## src/core/cfglk_map.svh

```systemverilog
`ifndef CFGLK_MAP_SVH
`define CFGLK_MAP_SVH

// Word address width of the configuration bank.
`define CFGLK_AW 6
// Number of words in the protected bank.
`define CFGLK_NWORDS 16
// Word index of the first key register.
`define CFGLK_KEY_FIRST_IDX 6'h38
// Word index of the second key register.
`define CFGLK_KEY_SECOND_IDX 6'h39
// Default key values; these values are arbitrary.
`define CFGLK_KEY_FIRST_VAL 32'h1234_5678
`define CFGLK_KEY_SECOND_VAL 32'hcafe_f00d
// Reset value of every bank word.
`define CFGLK_WORD_RESET 32'h0000_0000
// Default write-permission mask: words 0 to 11 writable, 12 to 15 read-only.
`define CFGLK_WR_MASK 16'h0fff

`endif

```

## src/core/cfglk_pkg.sv

```systemverilog
package cfglk_pkg;
  // One configuration bus access, carried as a group.
  typedef struct packed {
    logic valid;
    logic write;
    logic [5:0] addr;
    logic [31:0] wdata;
  } cfglk_req_s;
  // Lock state shared by every core on the bus.
  typedef enum logic {
    CFGLK_LOCKED,
    CFGLK_OPEN
  } cfglk_state_e;
endpackage

```

## src/core/cfglk_top.sv

```systemverilog
// Operation
// - Power-on reset leaves the bank locked.
// - Locked bank ignores writes, still reads.
// - Both keys correct before unlocking.
// - Open bank writes writable words only.
// - Wrong key value relocks the bank.
// - One key pair, one shared lock.
`timescale 1ns/1ps
`include "cfglk_map.svh"

module cfglk_top
  import cfglk_pkg::*;
#(
  parameter logic [31:0] KEY_FIRST = `CFGLK_KEY_FIRST_VAL,
  parameter logic [31:0] KEY_SECOND = `CFGLK_KEY_SECOND_VAL
) (
  input wire logic clk_sys_i,
  input wire logic reset_i,
  input wire cfglk_req_s req_i,
  output logic [31:0] rdata_o,
  output logic rvalid_o,
  output logic wr_blocked_o,
  output logic unlocked_o
);
  // Lock state and the two key-seen flags.
  cfglk_state_e state_q;
  cfglk_state_e state_d;
  logic first_ok_q;
  logic first_ok_d;
  logic second_ok_q;
  logic second_ok_d;
  // Read data from the bank and the key words.
  logic [31:0] bank_rdata;
  logic [31:0] key_rdata_q;
  logic key_rd_q;
  logic rvalid_q;
  logic wr_blocked_q;

  // Decode of the access.
  wire logic is_wr = req_i.valid && req_i.write;
  wire logic is_rd = req_i.valid && !req_i.write;
  wire logic hit_first = (req_i.addr == `CFGLK_KEY_FIRST_IDX);
  wire logic hit_second = (req_i.addr == `CFGLK_KEY_SECOND_IDX);
  wire logic hit_bank = (req_i.addr < 6'(`CFGLK_NWORDS));
  wire logic [15:0] wr_mask = `CFGLK_WR_MASK;
  wire logic word_writable = hit_bank && wr_mask[req_i.addr[3:0]];
  wire logic first_good = is_wr && hit_first && (req_i.wdata == KEY_FIRST);
  wire logic second_good = is_wr && hit_second && (req_i.wdata == KEY_SECOND);
  wire logic key_bad = is_wr && ((hit_first && (req_i.wdata != KEY_FIRST)) ||
                                 (hit_second && (req_i.wdata != KEY_SECOND)));
  // Writes reach the bank only while open and only to writable words.
  wire logic bank_we = is_wr && (state_q == CFGLK_OPEN) && word_writable;
  wire logic wr_refused = is_wr && hit_bank && !bank_we;

  // Lock sequencing; a single instance serves every core, so one state suffices.
  always_comb begin
    state_d = state_q;
    first_ok_d = first_ok_q;
    second_ok_d = second_ok_q;
    case (state_q)
      CFGLK_LOCKED: begin
        // Each key is remembered until its partner arrives, in either order.
        if (first_good) begin
          first_ok_d = 1'b1;
        end else if (second_good) begin
          second_ok_d = 1'b1;
        end else if (key_bad) begin
          // A wrong key restarts the sequence so stray writes cannot combine.
          first_ok_d = 1'b0;
          second_ok_d = 1'b0;
        end
        if (first_ok_d && second_ok_d) begin
          state_d = CFGLK_OPEN;
        end
      end
      CFGLK_OPEN: begin
        // Any differing key value closes the bank for every core.
        if (key_bad) begin
          state_d = CFGLK_LOCKED;
          first_ok_d = 1'b0;
          second_ok_d = 1'b0;
        end
      end
      default: begin
        state_d = CFGLK_LOCKED;
      end
    endcase
  end

  // State registers; reset always lands in the locked state.
  always_ff @(posedge clk_sys_i or posedge reset_i) begin
    if (reset_i) begin
      state_q <= CFGLK_LOCKED;
      first_ok_q <= 1'b0;
      second_ok_q <= 1'b0;
    end else begin
      state_q <= state_d;
      first_ok_q <= first_ok_d;
      second_ok_q <= second_ok_d;
    end
  end

  // Read path side registers: key words read back as zero to hide the keys.
  always_ff @(posedge clk_sys_i or posedge reset_i) begin
    if (reset_i) begin
      key_rdata_q <= 32'h0000_0000;
      key_rd_q <= 1'b0;
      rvalid_q <= 1'b0;
      wr_blocked_q <= 1'b0;
    end else begin
      // Only a read moves the select, so rdata_o holds the last answer until the next read.
      if (is_rd) begin
        key_rd_q <= !hit_bank;
      end
      key_rdata_q <= 32'h0000_0000;
      rvalid_q <= is_rd;
      wr_blocked_q <= wr_refused;
    end
  end

  // The bank itself; reads are served regardless of lock state.
  cfglk_bank u_bank (
    .clk_sys_i(clk_sys_i),
    .reset_i(reset_i),
    .we_i(bank_we),
    .addr_i(req_i.addr[3:0]),
    .wdata_i(req_i.wdata),
    .re_i(is_rd && hit_bank),
    .rdata_o(bank_rdata)
  );

  assign rdata_o = key_rd_q ? key_rdata_q : bank_rdata;
  assign rvalid_o = rvalid_q;
  assign wr_blocked_o = wr_blocked_q;
  assign unlocked_o = (state_q == CFGLK_OPEN);

  // Locked bank never passes a write.
  property p_locked_no_write;
    @(posedge clk_sys_i) disable iff (reset_i)
      (state_q == CFGLK_LOCKED) |-> !bank_we;
  endproperty
  a_locked_no_write: assert property (p_locked_no_write)
    else $error("write reached bank while locked");

  // A bank write refused while locked is flagged on the next cycle.
  property p_refused_flag;
    @(posedge clk_sys_i) disable iff (reset_i)
      (is_wr && hit_bank && (state_q == CFGLK_LOCKED)) |=> wr_blocked_o;
  endproperty
  a_refused_flag: assert property (p_refused_flag)
    else $error("locked write not flagged");

  // Read-only words never take a write.
  property p_ro_words;
    @(posedge clk_sys_i) disable iff (reset_i)
      (is_wr && hit_bank && !word_writable) |-> !bank_we;
  endproperty
  a_ro_words: assert property (p_ro_words)
    else $error("read-only word written");

  // Open bank accepts writable words.
  property p_open_writes;
    @(posedge clk_sys_i) disable iff (reset_i)
      (state_q == CFGLK_OPEN && is_wr && word_writable) |-> bank_we;
  endproperty
  a_open_writes: assert property (p_open_writes)
    else $error("open bank refused writable word");

  // Opening only follows a good key write with its partner already seen.
  property p_open_cause;
    @(posedge clk_sys_i) disable iff (reset_i)
      $rose(unlocked_o) |-> $past(first_good && second_ok_q) ||
                            $past(second_good && first_ok_q);
  endproperty
  a_open_cause: assert property (p_open_cause)
    else $error("unlock without both keys");

  // Both keys in a row, either order, open the bank.
  property p_two_keys_open;
    @(posedge clk_sys_i) disable iff (reset_i)
      (state_q == CFGLK_LOCKED && !key_bad && (first_good && second_ok_q ||
       second_good && first_ok_q)) |=> unlocked_o;
  endproperty
  a_two_keys_open: assert property (p_two_keys_open)
    else $error("good key pair did not unlock");

  // A wrong key while open relocks on the next edge.
  property p_relock;
    @(posedge clk_sys_i) disable iff (reset_i)
      (unlocked_o && key_bad) |=> !unlocked_o && !first_ok_q && !second_ok_q;
  endproperty
  a_relock: assert property (p_relock)
    else $error("bad key did not relock");

  // Unlocked state stays put without a bad key.
  property p_open_holds;
    @(posedge clk_sys_i) disable iff (reset_i)
      (unlocked_o && !key_bad) |=> unlocked_o;
  endproperty
  a_open_holds: assert property (p_open_holds)
    else $error("lock changed without cause");

  // Straight out of reset the bank is locked.
  property p_reset_locked;
    @(posedge clk_sys_i)
      $fell(reset_i) |-> !unlocked_o;
  endproperty
  a_reset_locked: assert property (p_reset_locked)
    else $error("bank open after reset");

  // A lone first key never opens the bank; its partner must already have been seen.
  property p_lone_key;
    @(posedge clk_sys_i) disable iff (reset_i)
      (state_q == CFGLK_LOCKED && first_good && !second_ok_q) |=> !unlocked_o;
  endproperty
  a_lone_key: assert property (p_lone_key)
    else $error("single key opened the bank");

  // Every read is answered on the next edge, whether the bank is locked or open.
  property p_read_answer;
    @(posedge clk_sys_i) disable iff (reset_i)
      is_rd |=> rvalid_o;
  endproperty
  a_read_answer: assert property (p_read_answer)
    else $error("read not answered");
endmodule // cfglk_top

```

## src/core/cfglk_bank.sv

```systemverilog
`timescale 1ns/1ps
`include "cfglk_map.svh"

// Small register bank: one write port gated by the caller, registered read data.
module cfglk_bank (
  input wire logic clk_sys_i,
  input wire logic reset_i,
  input wire logic we_i,
  input wire logic [3:0] addr_i,
  input wire logic [31:0] wdata_i,
  input wire logic re_i,
  output logic [31:0] rdata_o
);
  // Storage words; kept in flops so reset can clear them.
  logic [31:0] mem_q [`CFGLK_NWORDS];

  // One flop group per word, written only when addressed and enabled.
  genvar gi;
  generate
    for (gi = 0; gi < `CFGLK_NWORDS; gi++) begin : g_word
      always_ff @(posedge clk_sys_i or posedge reset_i) begin
        if (reset_i) begin
          mem_q[gi] <= `CFGLK_WORD_RESET;
        end else if (we_i && (addr_i == 4'(gi))) begin
          mem_q[gi] <= wdata_i;
        end
      end
    end
  endgenerate

  // Read data is registered, so reads answer one cycle after the request.
  always_ff @(posedge clk_sys_i or posedge reset_i) begin
    if (reset_i) begin
      rdata_o <= 32'h0000_0000;
    end else if (re_i) begin
      rdata_o <= mem_q[addr_i];
    end
  end
endmodule // cfglk_bank

```

## config.mk

```make
export PLATFORM = sky130hd
export DESIGN_NAME = cfglk_top
export DESIGN_NICKNAME = d
export VERILOG_FILES = /design/src/core/cfglk_pkg.sv /design/src/core/cfglk_top.sv /design/src/core/cfglk_bank.sv
export VERILOG_INCLUDE_DIRS = /design/src /design/src/core
export SDC_FILE = /design/constraint.sdc
export NUM_CORES = 1
export LEC_CHECK = 0
export ABC_AREA = 1
export BUFFER_PORTS_ARGS = -buffer_cell sky130_fd_sc_hd__buf_2
export CAP_MARGIN = 0
export CORE_UTILIZATION = 40
export DETAILED_ROUTE_END_ITERATION = 12
export PLACE_DENSITY = 0.56
export SYNTH_ARGS = -nofsm -noshare
export SYNTH_HDL_FRONTEND = slang
export SYNTH_SLANG_ARGS = --single-unit
```

## constraint.sdc

```tcl
create_clock -name clk_sys_i -period 19.2 [get_ports clk_sys_i]
set_input_delay 3.84 -clock clk_sys_i [delete_from_list [all_inputs] [get_ports clk_sys_i]]
set_output_delay 3.84 -clock clk_sys_i [all_outputs]
set_load 0.005 [all_outputs]
```

==> results of run 1 <==
-- through the flow --
stage | instance area, µm² | std cells | utilization, % | power, µW
after floorplan | 23200 | 2506 | - | 1255
after global placement | 23290 | 3049 | 40.99 | 1298
after detailed placement | 23290 | 3049 | 40.99 | 1299
after CTS | 25010 | 3144 | 44.02 | 2342
after global routing | 25010 | 3144 | 44.02 | 2398
final | 25020 | 3145 | 44.02 | 2313
-- critical path: stages --
cell and delay (ns):
buf_2 0.15, nand2_1 0.08, inv_2 0.37, nor3_4 0.97, nand3_2 0.87, buf_4 0.54, nand2_1 0.10, o21ai_0 0.08
-- final timing paths --
path | startpoint | end | slack [ns] | cells after the start
max | req_i[34] | u_bank.mem_q[215]$_DFFE_PP0P_ | 12.61 | 8
max in group asynchronous | reset_i | u_bank.mem_q[1]$_DFFE_PP0P_ | 12.85 | 5
min reg2reg | u_bank.mem_q[73]$_DFFE_PP0P_ | u_bank.mem_q[73]$_DFFE_PP0P_ | 0.37 | 0
min in group asynchronous | reset_i | u_bank.rdata_o[29]$_DFFE_PP0P_ | 3.23 | 2
min | u_bank.mem_q[73]$_DFFE_PP0P_ | u_bank.mem_q[73]$_DFFE_PP0P_ | 0.37 | 0
max reg2reg | unlocked_o$_DFF_PP0_ | u_bank.mem_q[215]$_DFFE_PP0P_ | 16.06 | 6
-- metal layers --
metal,vias up,global-route usage (%)
met1,8415,31.91
met5,-,0
met4,0,5.864
met3,86,3.582
met2,591,34.45
li1,7923,-
-- power by group through the flow --
stage	Combinational (µW)	Sequential [µW]	Clock [µW]
2_1_floorplan	64.5	1190	0
3_3_place_gp	108	1190	0
3_5_place_dp	109	1190	0
4_1_cts	109	1170	1060
5_1_grt	118	1170	1110
6_report	107	1170	1040
-- registers in the layout, indices dropped and copies added, names as in the netlist --
signal and flops:
u_bank.rdata_o 32, first_ok_q 1, key_rd_q 1, unlocked_o 1, rvalid_o 1, second_ok_q 1, wr_blocked_o 1, u_bank.mem_q 512
-- synth_stat cells, types with 17 or more instances --
cell type,n
a22oi_1,256
buf_2,56
buf_6,24
clkbuf_1,218
dfrtp_1,550
inv_1,72
nand2_1,764
nand3_1,17
nand4_1,23
nor2_1,102
o21ai_0,96
o21ai_1,257
o21ai_2,33
-- cell usage in the layout, fill, tap and decap left out, drive strengths merged, types with 5 or more instances in the layout --
master	instances
o21ai	386
nand2	764
clkinv	5
nand4	23
clkbuf	89
inv	76
nand3	29
nor2	104
a22oi	256
dfrtp	550
nor3	5
buf	98
-- layout make-up --
class	instances	area, µm²	area share, %
clock buffer	89	1667	6.662
inverter	77	297.8	1.190
multi-input combinational	1568	7726	30.89
antenna	1	2.502	0.01000
timing repair buffer	98	558.0	2.231
clock inverter	6	55.05	0.2201
sequential	550	13760	55.02
tap	756	945.9	3.781
-- cells by family after synthesis --
group           Yosys count
flops                   550
buf+inv                 388
compound gates          642
simple gates            926
==> run summary, run 1 <==
PD cells: 92.47 nW/µm²
Synth warnings: 0
Via count: 17020
Largest family of logic cells by synthesized area: compound AO/OA/AOI/OAI gates
Starting Density: 40.82%
Yosys top cell area share: 59.34%
First-pass iteration count of the detailed router: 5
Switching Fraction: 22.99%
Clock skew: 0.02033 ns
Wl on met1: 29.71 mm
Endpoint class of the critical path: flip-flop
Port bufs: 76
Maxcap violations: 0
Initial antenna violation count: 0
Antenna Nets Post-Route: 0
Endpoints failing setup: 0
Slew Limit Fails: 0
Area growth syn-to-layout: 7.860%
First-pass GRT wire length: 101.2 mm
Vias in the first global route: 16930
GRT Overall Usage: 22.09%
Slew @ Worst Pin: 1.119 ns
GRT overflow: 0
Sw Pwr: 531.7 µW
Drt first-iter violations: 1574
# DRC: 0
WL/cell: 20.47 µm
GP Congestion: 0.7699
Dpl ws: 11.98 ns
Number of setup buffers added after CTS: 0
Worst-Skew Late Latency: 0.61 ns
Vias per cell: 5.410
WS Path Type: primary input to flip-flop
Layout cell share with drive strength beyond 1: 9.590%
Row count: 87
CTS tree: built
Post-cts sizing count: 0
Top sig layer: met4
Final period util: 34.33%
Power share of the clock group: 44.8%
Ports: 77
Area share of xor/xnor cells in the synthesized design: 0%
Area of the core: 56820 µm²
# clock sinks: 550
FFs w/ async S/R, synth: 100.0%
Startpoint types: primary input
Top FF cell, synth: dfrtp_1
Cells after Synth: 2506
P_int: 1781 µW
Outcome: complete, no violations
Setup ws final: 12.61 ns
Die Height: 242.8 µm
Worst path arrival time: 7.05 ns
RSZ-0062 raised after global routing: no
H-tree Lvls: 2
Fillers: 5508
Hold crit path type: flip-flop to flip-flop
Met2 routed WL: 29.30 mm
Largest net degree at the start of global routing: 190
Seq pwr share: 50.6%
Seq/Total Area, Yosys: 59.34%
Die width: 242.8 µm
Worst ir drop on vdd: 0.07579 mV
P_leak: 0.01192 µW
Top cells by area, synth: dfrtp_1 59%, nand2_1 12%, a22oi_1 8.3%, o21ai_1 5.5%, clkbuf_1 3.5%
Minimum clock period: 6.591 ns
CTS Buffer Depth: 3
Post-synth EDFFs: 0
CTS buffer count: 55
CP max FO: 33
CP required: 19.66 ns
Simple-gate share of the synthesized area: 16.08%
Complex-gate fraction of the synthesized area: 17.15%
Setup TNS: 0 ns
Synth Area in Adders: 0%
Hold_buf cts: 0
Hold Violations, Final: 0
Yosys reg bits: 550
Final WL: 64.39 mm
Worst slew margin: 25.38%
Syn Area/Cell: 9.255 µm²
Post-Syn Area: 23190 µm²
Layout net count: 2392
Logic gate share of total power: 4.6%
Worst hold slack: 0.3744 ns
Library cells used by synthesis: 24
Wire length on met3: 4.014 mm
HPWL Detailed: 35.01 mm
Die Footprint: 58950 µm²
CTS root buffer: clkbuf_16
Clock transition at the registers of the reported paths: 0.06 ns
Mapped Nets: 2548
Post-synthesis mux area share: 0%
Fmax: 151.7 MHz
Cell taking the most area after synthesis: dfrtp_1
No activity file was read; power rests on OpenSTA's default activity.
==> run 2, diff against run 1 <==
==> constraint.sdc (replaced) <==
create_clock -name clk_sys_i -period 5.5 [get_ports clk_sys_i]
set_input_delay 1.1 -clock clk_sys_i [delete_from_list [all_inputs] [get_ports clk_sys_i]]
set_output_delay 1.1 -clock clk_sys_i [all_outputs]
set_load 0.005 [all_outputs]
==> run 2 against run 1 <==
Effect of this change:
- utilization grew 0.57 points
- flip-flop and latch count is the same
- sequential share of layout area shrank 0.71 points
- largest power group unchanged
- combinational power grew to 3.6 times the previous value
- final area grew 1.3%
- cell count grew 0.38%
- sequential power grew to 3.5 times the previous value
- clock-buffer cell count is the same
- worst setup slack lost 11 ns
- clock power grew to 3.8 times the previous value
- die area is the same
- hold slack lost 0.0013 ns
==> run summary, run 2 (same netlist as run 1, synthesis figures left out) <==
Outcome: complete, no violations
Initial antenna violation count: 0 (unchanged)
Via count: 16880 (-0.82%)
Most frequent cells in the layout: 764 x nand2_1, 550 x dfrtp_1, 257 x o21ai_1
Die Footprint: 58950 µm² (unchanged)
Layout cell share with drive strength beyond 1: 10.45% (+0.86 points)
CTS Buffer Depth: 3 (unchanged)
Commonest non-fill, non-tap cell in the layout: nand2_1
Row count: 87 (unchanged)
RSZ-0062 raised after global routing: no
WS Path Type: primary input to flip-flop
Endpoint class of the critical path: flip-flop
DP Area: 23430 µm² (+0.58%)
Post-Layout Cell Count: 3157 (+0.38%)
GRT Overall Usage: 22.16% (+0.073 points)
Minimum clock period: 3.521 ns
Vias in the first global route: 16700 (-1.4%)
Number of flip-flops in the largest register: 512 (unchanged)
Crit-path slowest cell: nor3_4
Vias per cell: 5.346 (-1.2%)
Setup TNS: 0 ns (unchanged)
Reg-to-reg critical path startpoint: unlocked_o$_DFF_PP0_
Number of setup buffers added after CTS: 0 (unchanged)
Die width: 242.8 µm (unchanged)
Min-delay src: u_bank.mem_q[87]$_DFFE_PP0P_
Fin area: 25340 µm² (+1.3%)
# clock sinks: 550 (unchanged)
Port bufs: 76 (unchanged)
Die Height: 242.8 µm (unchanged)
Worst slew margin: 31.70% (+6.3 points)
CP delay by family, top: simple AND/OR/NAND/NOR gates
Utilization after layout: 44.60% (+0.57 points)
CTS buffer count: 58 (+5.5%)
CP peak stage delay: 0.65 ns (-0.32 ns)
Starting Density: 40.82% (unchanged)
CTS root buffer: clkbuf_16
Layout net count: 2398 (+0.25%)
Area of the core: 56820 µm² (unchanged)
First-pass iteration count of the detailed router: 6 (+1)
PD cells: 330.5 nW/µm² (+260%)
GRT overflow: 0 (unchanged)
Slew @ Worst Pin: 1.024 ns (-0.09483 ns)
P_leak: 0.01208 µW (+1.4%)
Slew Limit Fails: 0 (unchanged)
Antenna Nets Post-Route: 0 (unchanged)
CP max FO: 37 (+12%)
Clock transition at the registers of the reported paths: 0.05 ns (about the same)
Worst-Skew Late Latency: 0.62 ns (about the same)
Endpoints failing setup: 0 (unchanged)
Final period util: 64.02%
CP Launch Point: req_i[35]
WL/cell: 20.36 µm (-0.57%)
CTS tree: built
Ports: 77 (unchanged)
# DRC: 0 (unchanged)
Final WL: 64.27 mm (-0.19%)
First-pass GRT wire length: 101.5 mm (+0.33%)
Hold_buf cts: 0 (unchanged)
Post-cts sizing count: 0 (unchanged)
Buffer and inverter count on the worst path: 4 (+1)
CP required: 5.97 ns (-13.69 ns)
H-tree Lvls: 2 (unchanged)
Reg with most FFs: u_bank.mem_q
GP Congestion: 0.8001 (+3.9%)
Placed insts: 3052 (+0.098%)
Largest net degree at the start of global routing: 137 (-28%)
Fillers: 5452 (-1.0%)
Hold Violations, Final: 0 (unchanged)
Fmax: 284.0 MHz
Worst ir drop on vdd: 0.2372 mV (+210%)
Maxcap violations: 0 (unchanged)
Drt first-iter violations: 1604 (+1.9%)
HPWL Detailed: 35.39 mm (+1.1%)
Biggest regs: u_bank.mem_q: 512 flops, u_bank.rdata_o: 32 flops
Clock skew: 0.01937 ns (-0.0009643 ns)
Antenna diodes: 0 (-1)
Area growth syn-to-layout: 9.268%
Hold crit path type: flip-flop to flip-flop
Worst path arrival time: 3.99 ns (-3.06 ns)
Startpoint types: primary input
Cell Chain, Critical Path: buf_2, nand2_1, inv_2, nor3_4, buf_4, nand3_2, buf_4, nand2_1, o21ai_0
[run 2: per-layer routing]
metal	GRT usage, %	vias up	wire [µm]
met4	6.400	0	1421
met3	2.808	91	3503
met2	34.88	499	29450
met1	32.06	8339	29890
met5	0	-	0
li1	-	7947	-
[run 2: power by group]
part	internal, µW	total, µW	switching [µW]
combinational	61.5	383	321
sequential	4070	4080	13.0
clock	2300	3910	1610
total	6440	8370	1940
[run 2: final cells by class]
type / count / area, µm² / share of cell area (%)
clock inverter: 16 / 136.4 / 0.5382
multi-input combinational: 1568 / 7726 / 30.49
tap: 756 / 945.9 / 3.733
sequential: 550 / 13760 / 54.31
clock buffer: 89 / 1779 / 7.021
inverter: 77 / 297.8 / 1.175
timing repair buffer: 101 / 693.2 / 2.735
[run 2: path summary, 6_finish.rpt]
kind,slack (ns),end,cells past startpoint
hold reg to reg,0.37,u_bank.mem_q[87]$_DFFE_PP0P_,0
min in group asynchronous,0.67,u_bank.mem_q[120]$_DFFE_PP0P_,2
setup / recovery,1.98,u_bank.mem_q[375]$_DFFE_PP0P_,9
max in group asynchronous,3.46,u_bank.mem_q[163]$_DFFE_PP0P_,3
setup reg to reg,2.67,u_bank.mem_q[375]$_DFFE_PP0P_,7
hold / removal,0.37,u_bank.mem_q[87]$_DFFE_PP0P_,0
[run 2: through the flow]
| step | hold WS (ns) | total power (µW) | worst slack, ns |
|---|---|---|---|
| 5_1_grt | 0.3858 | 8661 | 1.774 |
| 3_5_place_dp | 0.3664 | 4546 | 1.385 |
| 4_1_cts | 0.3789 | 8467 | 2.026 |
| 6_report | 0.3731 | 8375 | 1.979 |
| 3_3_place_gp | 0.3652 | 4540 | 1.436 |
| 2_1_floorplan | 0.4297 | 4382 | -3.084 |
==> run 3, diff against run 2 <==
--- a/config.mk
+++ b/config.mk
@@ -6,7 +6,7 @@
 export SDC_FILE = /design/constraint.sdc
 export NUM_CORES = 1
 export LEC_CHECK = 0
-export ABC_AREA = 1
+export ABC_AREA = 0
 export BUFFER_PORTS_ARGS = -buffer_cell sky130_fd_sc_hd__buf_2
 export CAP_MARGIN = 0
 export CORE_UTILIZATION = 40
==> constraint.sdc (replaced) <==
create_clock -name clk_sys_i -period 3.15 [get_ports clk_sys_i]
set_input_delay 0.63 -clock clk_sys_i [delete_from_list [all_inputs] [get_ports clk_sys_i]]
set_output_delay 0.63 -clock clk_sys_i [all_outputs]
set_load 0.005 [all_outputs]
==> run 3 against run 2 <==
Effect of this change:
- total power rose by 89%
- die area up 2.6%
- final area increased by 6.3%
- largest cell class unchanged
==> run summary, run 3 <==
R2R depth: 5 (-2)
Endpoint class of the critical path: primary output
Ports: 77 (unchanged)
H-tree Lvls: 2 (unchanged)
Yosys reg bits: 550 (unchanged)
Endpoints failing setup: 0 (unchanged)
Logic gate share of total power: 8.4% (+3.8 points)
CTS buffer count: 58 (unchanged)
Vias per cell: 5.399 (+1.0%)
WL/cell: 23.71 µm (+16%)
WS Path Type: flip-flop to primary output
Min-delay src: req_i[38]
Worst ir drop on vdd: 0.4213 mV (+78%)
Fillers: 5050 (-7.4%)
Slew @ Worst Pin: 0.7252 ns (-0.2993 ns)
Power share of the clock group: 42.9% (-3.8 points)
Post-synthesis mux area share: 33.16% (+33 points)
PD cells: 588.2 nW/µm² (+78%)
Top FF cell, synth: dfrtp_1
Placed insts: 2201 (-28%)
P_leak: 0.01279 µW (+5.8%)
Mapped Nets: 1584 (-38%)
Commonest non-fill, non-tap cell in the layout: dfrtp_1
Synth Area in Adders: 0% (unchanged)
FFs w/ async S/R, synth: 100.0% (unchanged)
DP Area: 25040 µm² (+6.9%)
Area of the core: 58910 µm² (+3.7%)
Sw Pwr: 3610 µW (+86%)
Seq pwr share: 48.8% (about the same)
RSZ-0062 raised after global routing: no
Layout cell share with drive strength beyond 1: 50.75% (+40 points)
Vias in the first global route: 13730 (-18%)
Initial antenna violation count: 3 (+3)
Drt first-iter violations: 683 (-57%)
Post-Layout Cell Count: 2308 (-27%)
Via count: 12460 (-26%)
Syn Area/Cell: 15.43 µm² (+67%)
Final WL: 54.73 mm (-15%)
# clock sinks: 550 (unchanged)
Port bufs: 76 (unchanged)
Largest family of logic cells by synthesized area: multiplexers
Row count: 89 (+2.3%)
Reg-to-reg critical path startpoint: unlocked_o$_DFF_PP0_
Complex-gate fraction of the synthesized area: 1.636% (-16 points)
Largest net degree at the start of global routing: 132 (-3.6%)
Post-cts sizing count: 0 (unchanged)
# DRC: 0 (unchanged)
CTS tree: built
Simple-gate share of the synthesized area: 2.935% (-13 points)
Synth warnings: 0 (unchanged)
Minimum clock period: 2.417 ns
GRT Overall Usage: 18.95% (-3.2 points)
Antenna diodes: 0 (unchanged)
Setup TNS: 0 ns (unchanged)
Maxcap violations: 0 (unchanged)
Outcome: complete, no violations
Worst path arrival time: 1.79 ns (-2.20 ns)
Die Height: 245.9 µm (+1.3%)
Number of setup buffers added after CTS: 0 (unchanged)
Worst hold slack: 0.2640 ns (-0.1092 ns)
Biggest regs: u_bank.mem_q: 512 flops, u_bank.rdata_o: 32 flops
CP max FO: 33 (-11%)
Reg2reg end: u_bank.mem_q[503]$_DFFE_PP0P_
Post-synth top cells: 550 x dfrtp_1, 403 x mux2_2, 190 x clkbuf_1, 128 x mux4_2, 36 x buf_2
CTS Buffer Depth: 3 (unchanged)
Clock transition at the registers of the reported paths: 0.06 ns (about the same)
Layout net count: 1530 (-36%)
Worst slew margin: 51.65% (+20 points)
Most frequent cells in the layout: 549 x dfrtp_1, 403 x mux2_2, 128 x mux4_2
Worst R2R Setup Slack: 1.02 ns (-1.65 ns)
Number of flip-flops in the largest register: 512 (unchanged)
Reg with most FFs: u_bank.mem_q
Slew Limit Fails: 0 (unchanged)
Cells after Synth: 1542 (-38%)
Area share of xor/xnor cells in the synthesized design: 0% (unchanged)
Hold_buf cts: 0 (unchanged)
Hold Violations, Final: 0 (unchanged)
Final period util: 76.73%
Clock skew: 0.01045 ns (-0.008918 ns)
Hold crit path type: primary input to flip-flop
CP required: 2.52 ns (-3.45 ns)
Yosys top cell area share: 57.86% (-1.5 points)
Fmax: 413.8 MHz
Cell taking the most area after synthesis: dfrtp_1
Area growth syn-to-layout: 13.29%
Die width: 245.9 µm (+1.3%)
Fin area: 26950 µm² (+6.3%)
Power Total: 15850 µW (+89%)
Post-Syn Area: 23790 µm² (+2.6%)
P_int: 12240 µW (+90%)
Top cells by area, synth: dfrtp_1 58%, mux2_2 19%, mux4_2 12%, clkbuf_1 3.0%, a221o_1 1.3%
HPWL Detailed: 33.71 mm (-4.8%)
Post-synth EDFFs: 0 (unchanged)
Die Footprint: 60450 µm² (+2.6%)
Worst-Skew Late Latency: 0.61 ns (about the same)
Hold depth: 2 (+2)
Antenna Nets Post-Route: 0 (unchanged)
Startpoint types: flip-flop
Seq/Total Area, Yosys: 57.86% (-1.5 points)
Switching Fraction: 22.78% (-0.38 points)
Min-Delay Endpoint: rvalid_o$_DFF_PP0_
First-pass GRT wire length: 86.48 mm (-15%)
Most common cell in the synthesized netlist: dfrtp_1
First-pass iteration count of the detailed router: 4 (-2)
GRT overflow: 0 (unchanged)
Starting Density: 40.38% (-0.43 points)
GP Congestion: 0.7373 (-7.8%)
CTS root buffer: clkbuf_16
Library cells used by synthesis: 40 (+67%)
## run 3: changes by cell type after synthesis, sizes merged, moves of 91 or more
cell,delta
nand2,-756
mux4,+128
mux2,+416
o21ai,-386
nor2,-91
a22oi,-256
## run 3: area by class of cell
cell class / instances / area (µm²) / area share [%]
clock inverters: 18 / 168.9 / 0.6267
flip-flops and latches: 550 / 13760 / 51.07
clock buffers: 89 / 1742 / 6.462
repair buffers: 138 / 1240 / 4.601
inverters: 4 / 18.77 / 0.06964
multi-input cells: 736 / 9050 / 33.58
well taps: 773 / 967.2 / 3.589
## run 3: metal layers
layer	routed length, µm	vias to the layer above	global-route usage [%]
met3	2442	78	3.820
met4	1074	6	5.225
met5	36	-	0
li1	-	5447	-
met2	25420	194	28.92
met1	25760	6736	27.44
## run 3: worst max-delay path by stage
stage                         start                             to  slack, ns  cells after the start
2_1_floorplan               reset_i           first_ok_q$_DFF_PP0_      -4.96                      1
3_3_place_gp              req_i[37]  u_bank.mem_q[496]$_DFFE_PP0P_       0.42                      7
3_5_place_dp              req_i[37]  u_bank.mem_q[503]$_DFFE_PP0P_       0.40                      7
4_1_cts        key_rd_q$_DFFE_PP0P_                    rdata_o[26]       0.66                      3
5_1_grt        key_rd_q$_DFFE_PP0P_                    rdata_o[26]       0.65                      3
6_report       key_rd_q$_DFFE_PP0P_                    rdata_o[26]       0.73                      3
## run 3: power groups by stage
stage	Clock [µW]	Combinational, µW	Sequential [µW]
after detailed placement	0	1360	7850
after floorplan	0	983	7790
after global routing	7310	1460	7780
after global placement	0	1330	7830
final	6790	1330	7730
after CTS	7010	1360	7730
## run 3: stage by stage
step / utilization [%] / setup slack [ns]
after floorplan: - / -4.964
after global placement: 42.51 / 0.4235
after detailed placement: 42.51 / 0.3979
after CTS: 45.75 / 0.6558
after global routing: 45.75 / 0.6515
final: 45.75 / 0.7331
## run 3: cells by family after synthesis
kind of cell,count (synthesis)
muxes,576
DFF,550
buffers and inverters,256
and+or+nand+nor,119
AOI/OAI and AO/OA,41
## run 3: critical path, cell delays in order (launching register included)
cell and delay (ns):
dfrtp_2 0.38, buf_4 0.28, nor2b_1 0.31, buf_2 0.17
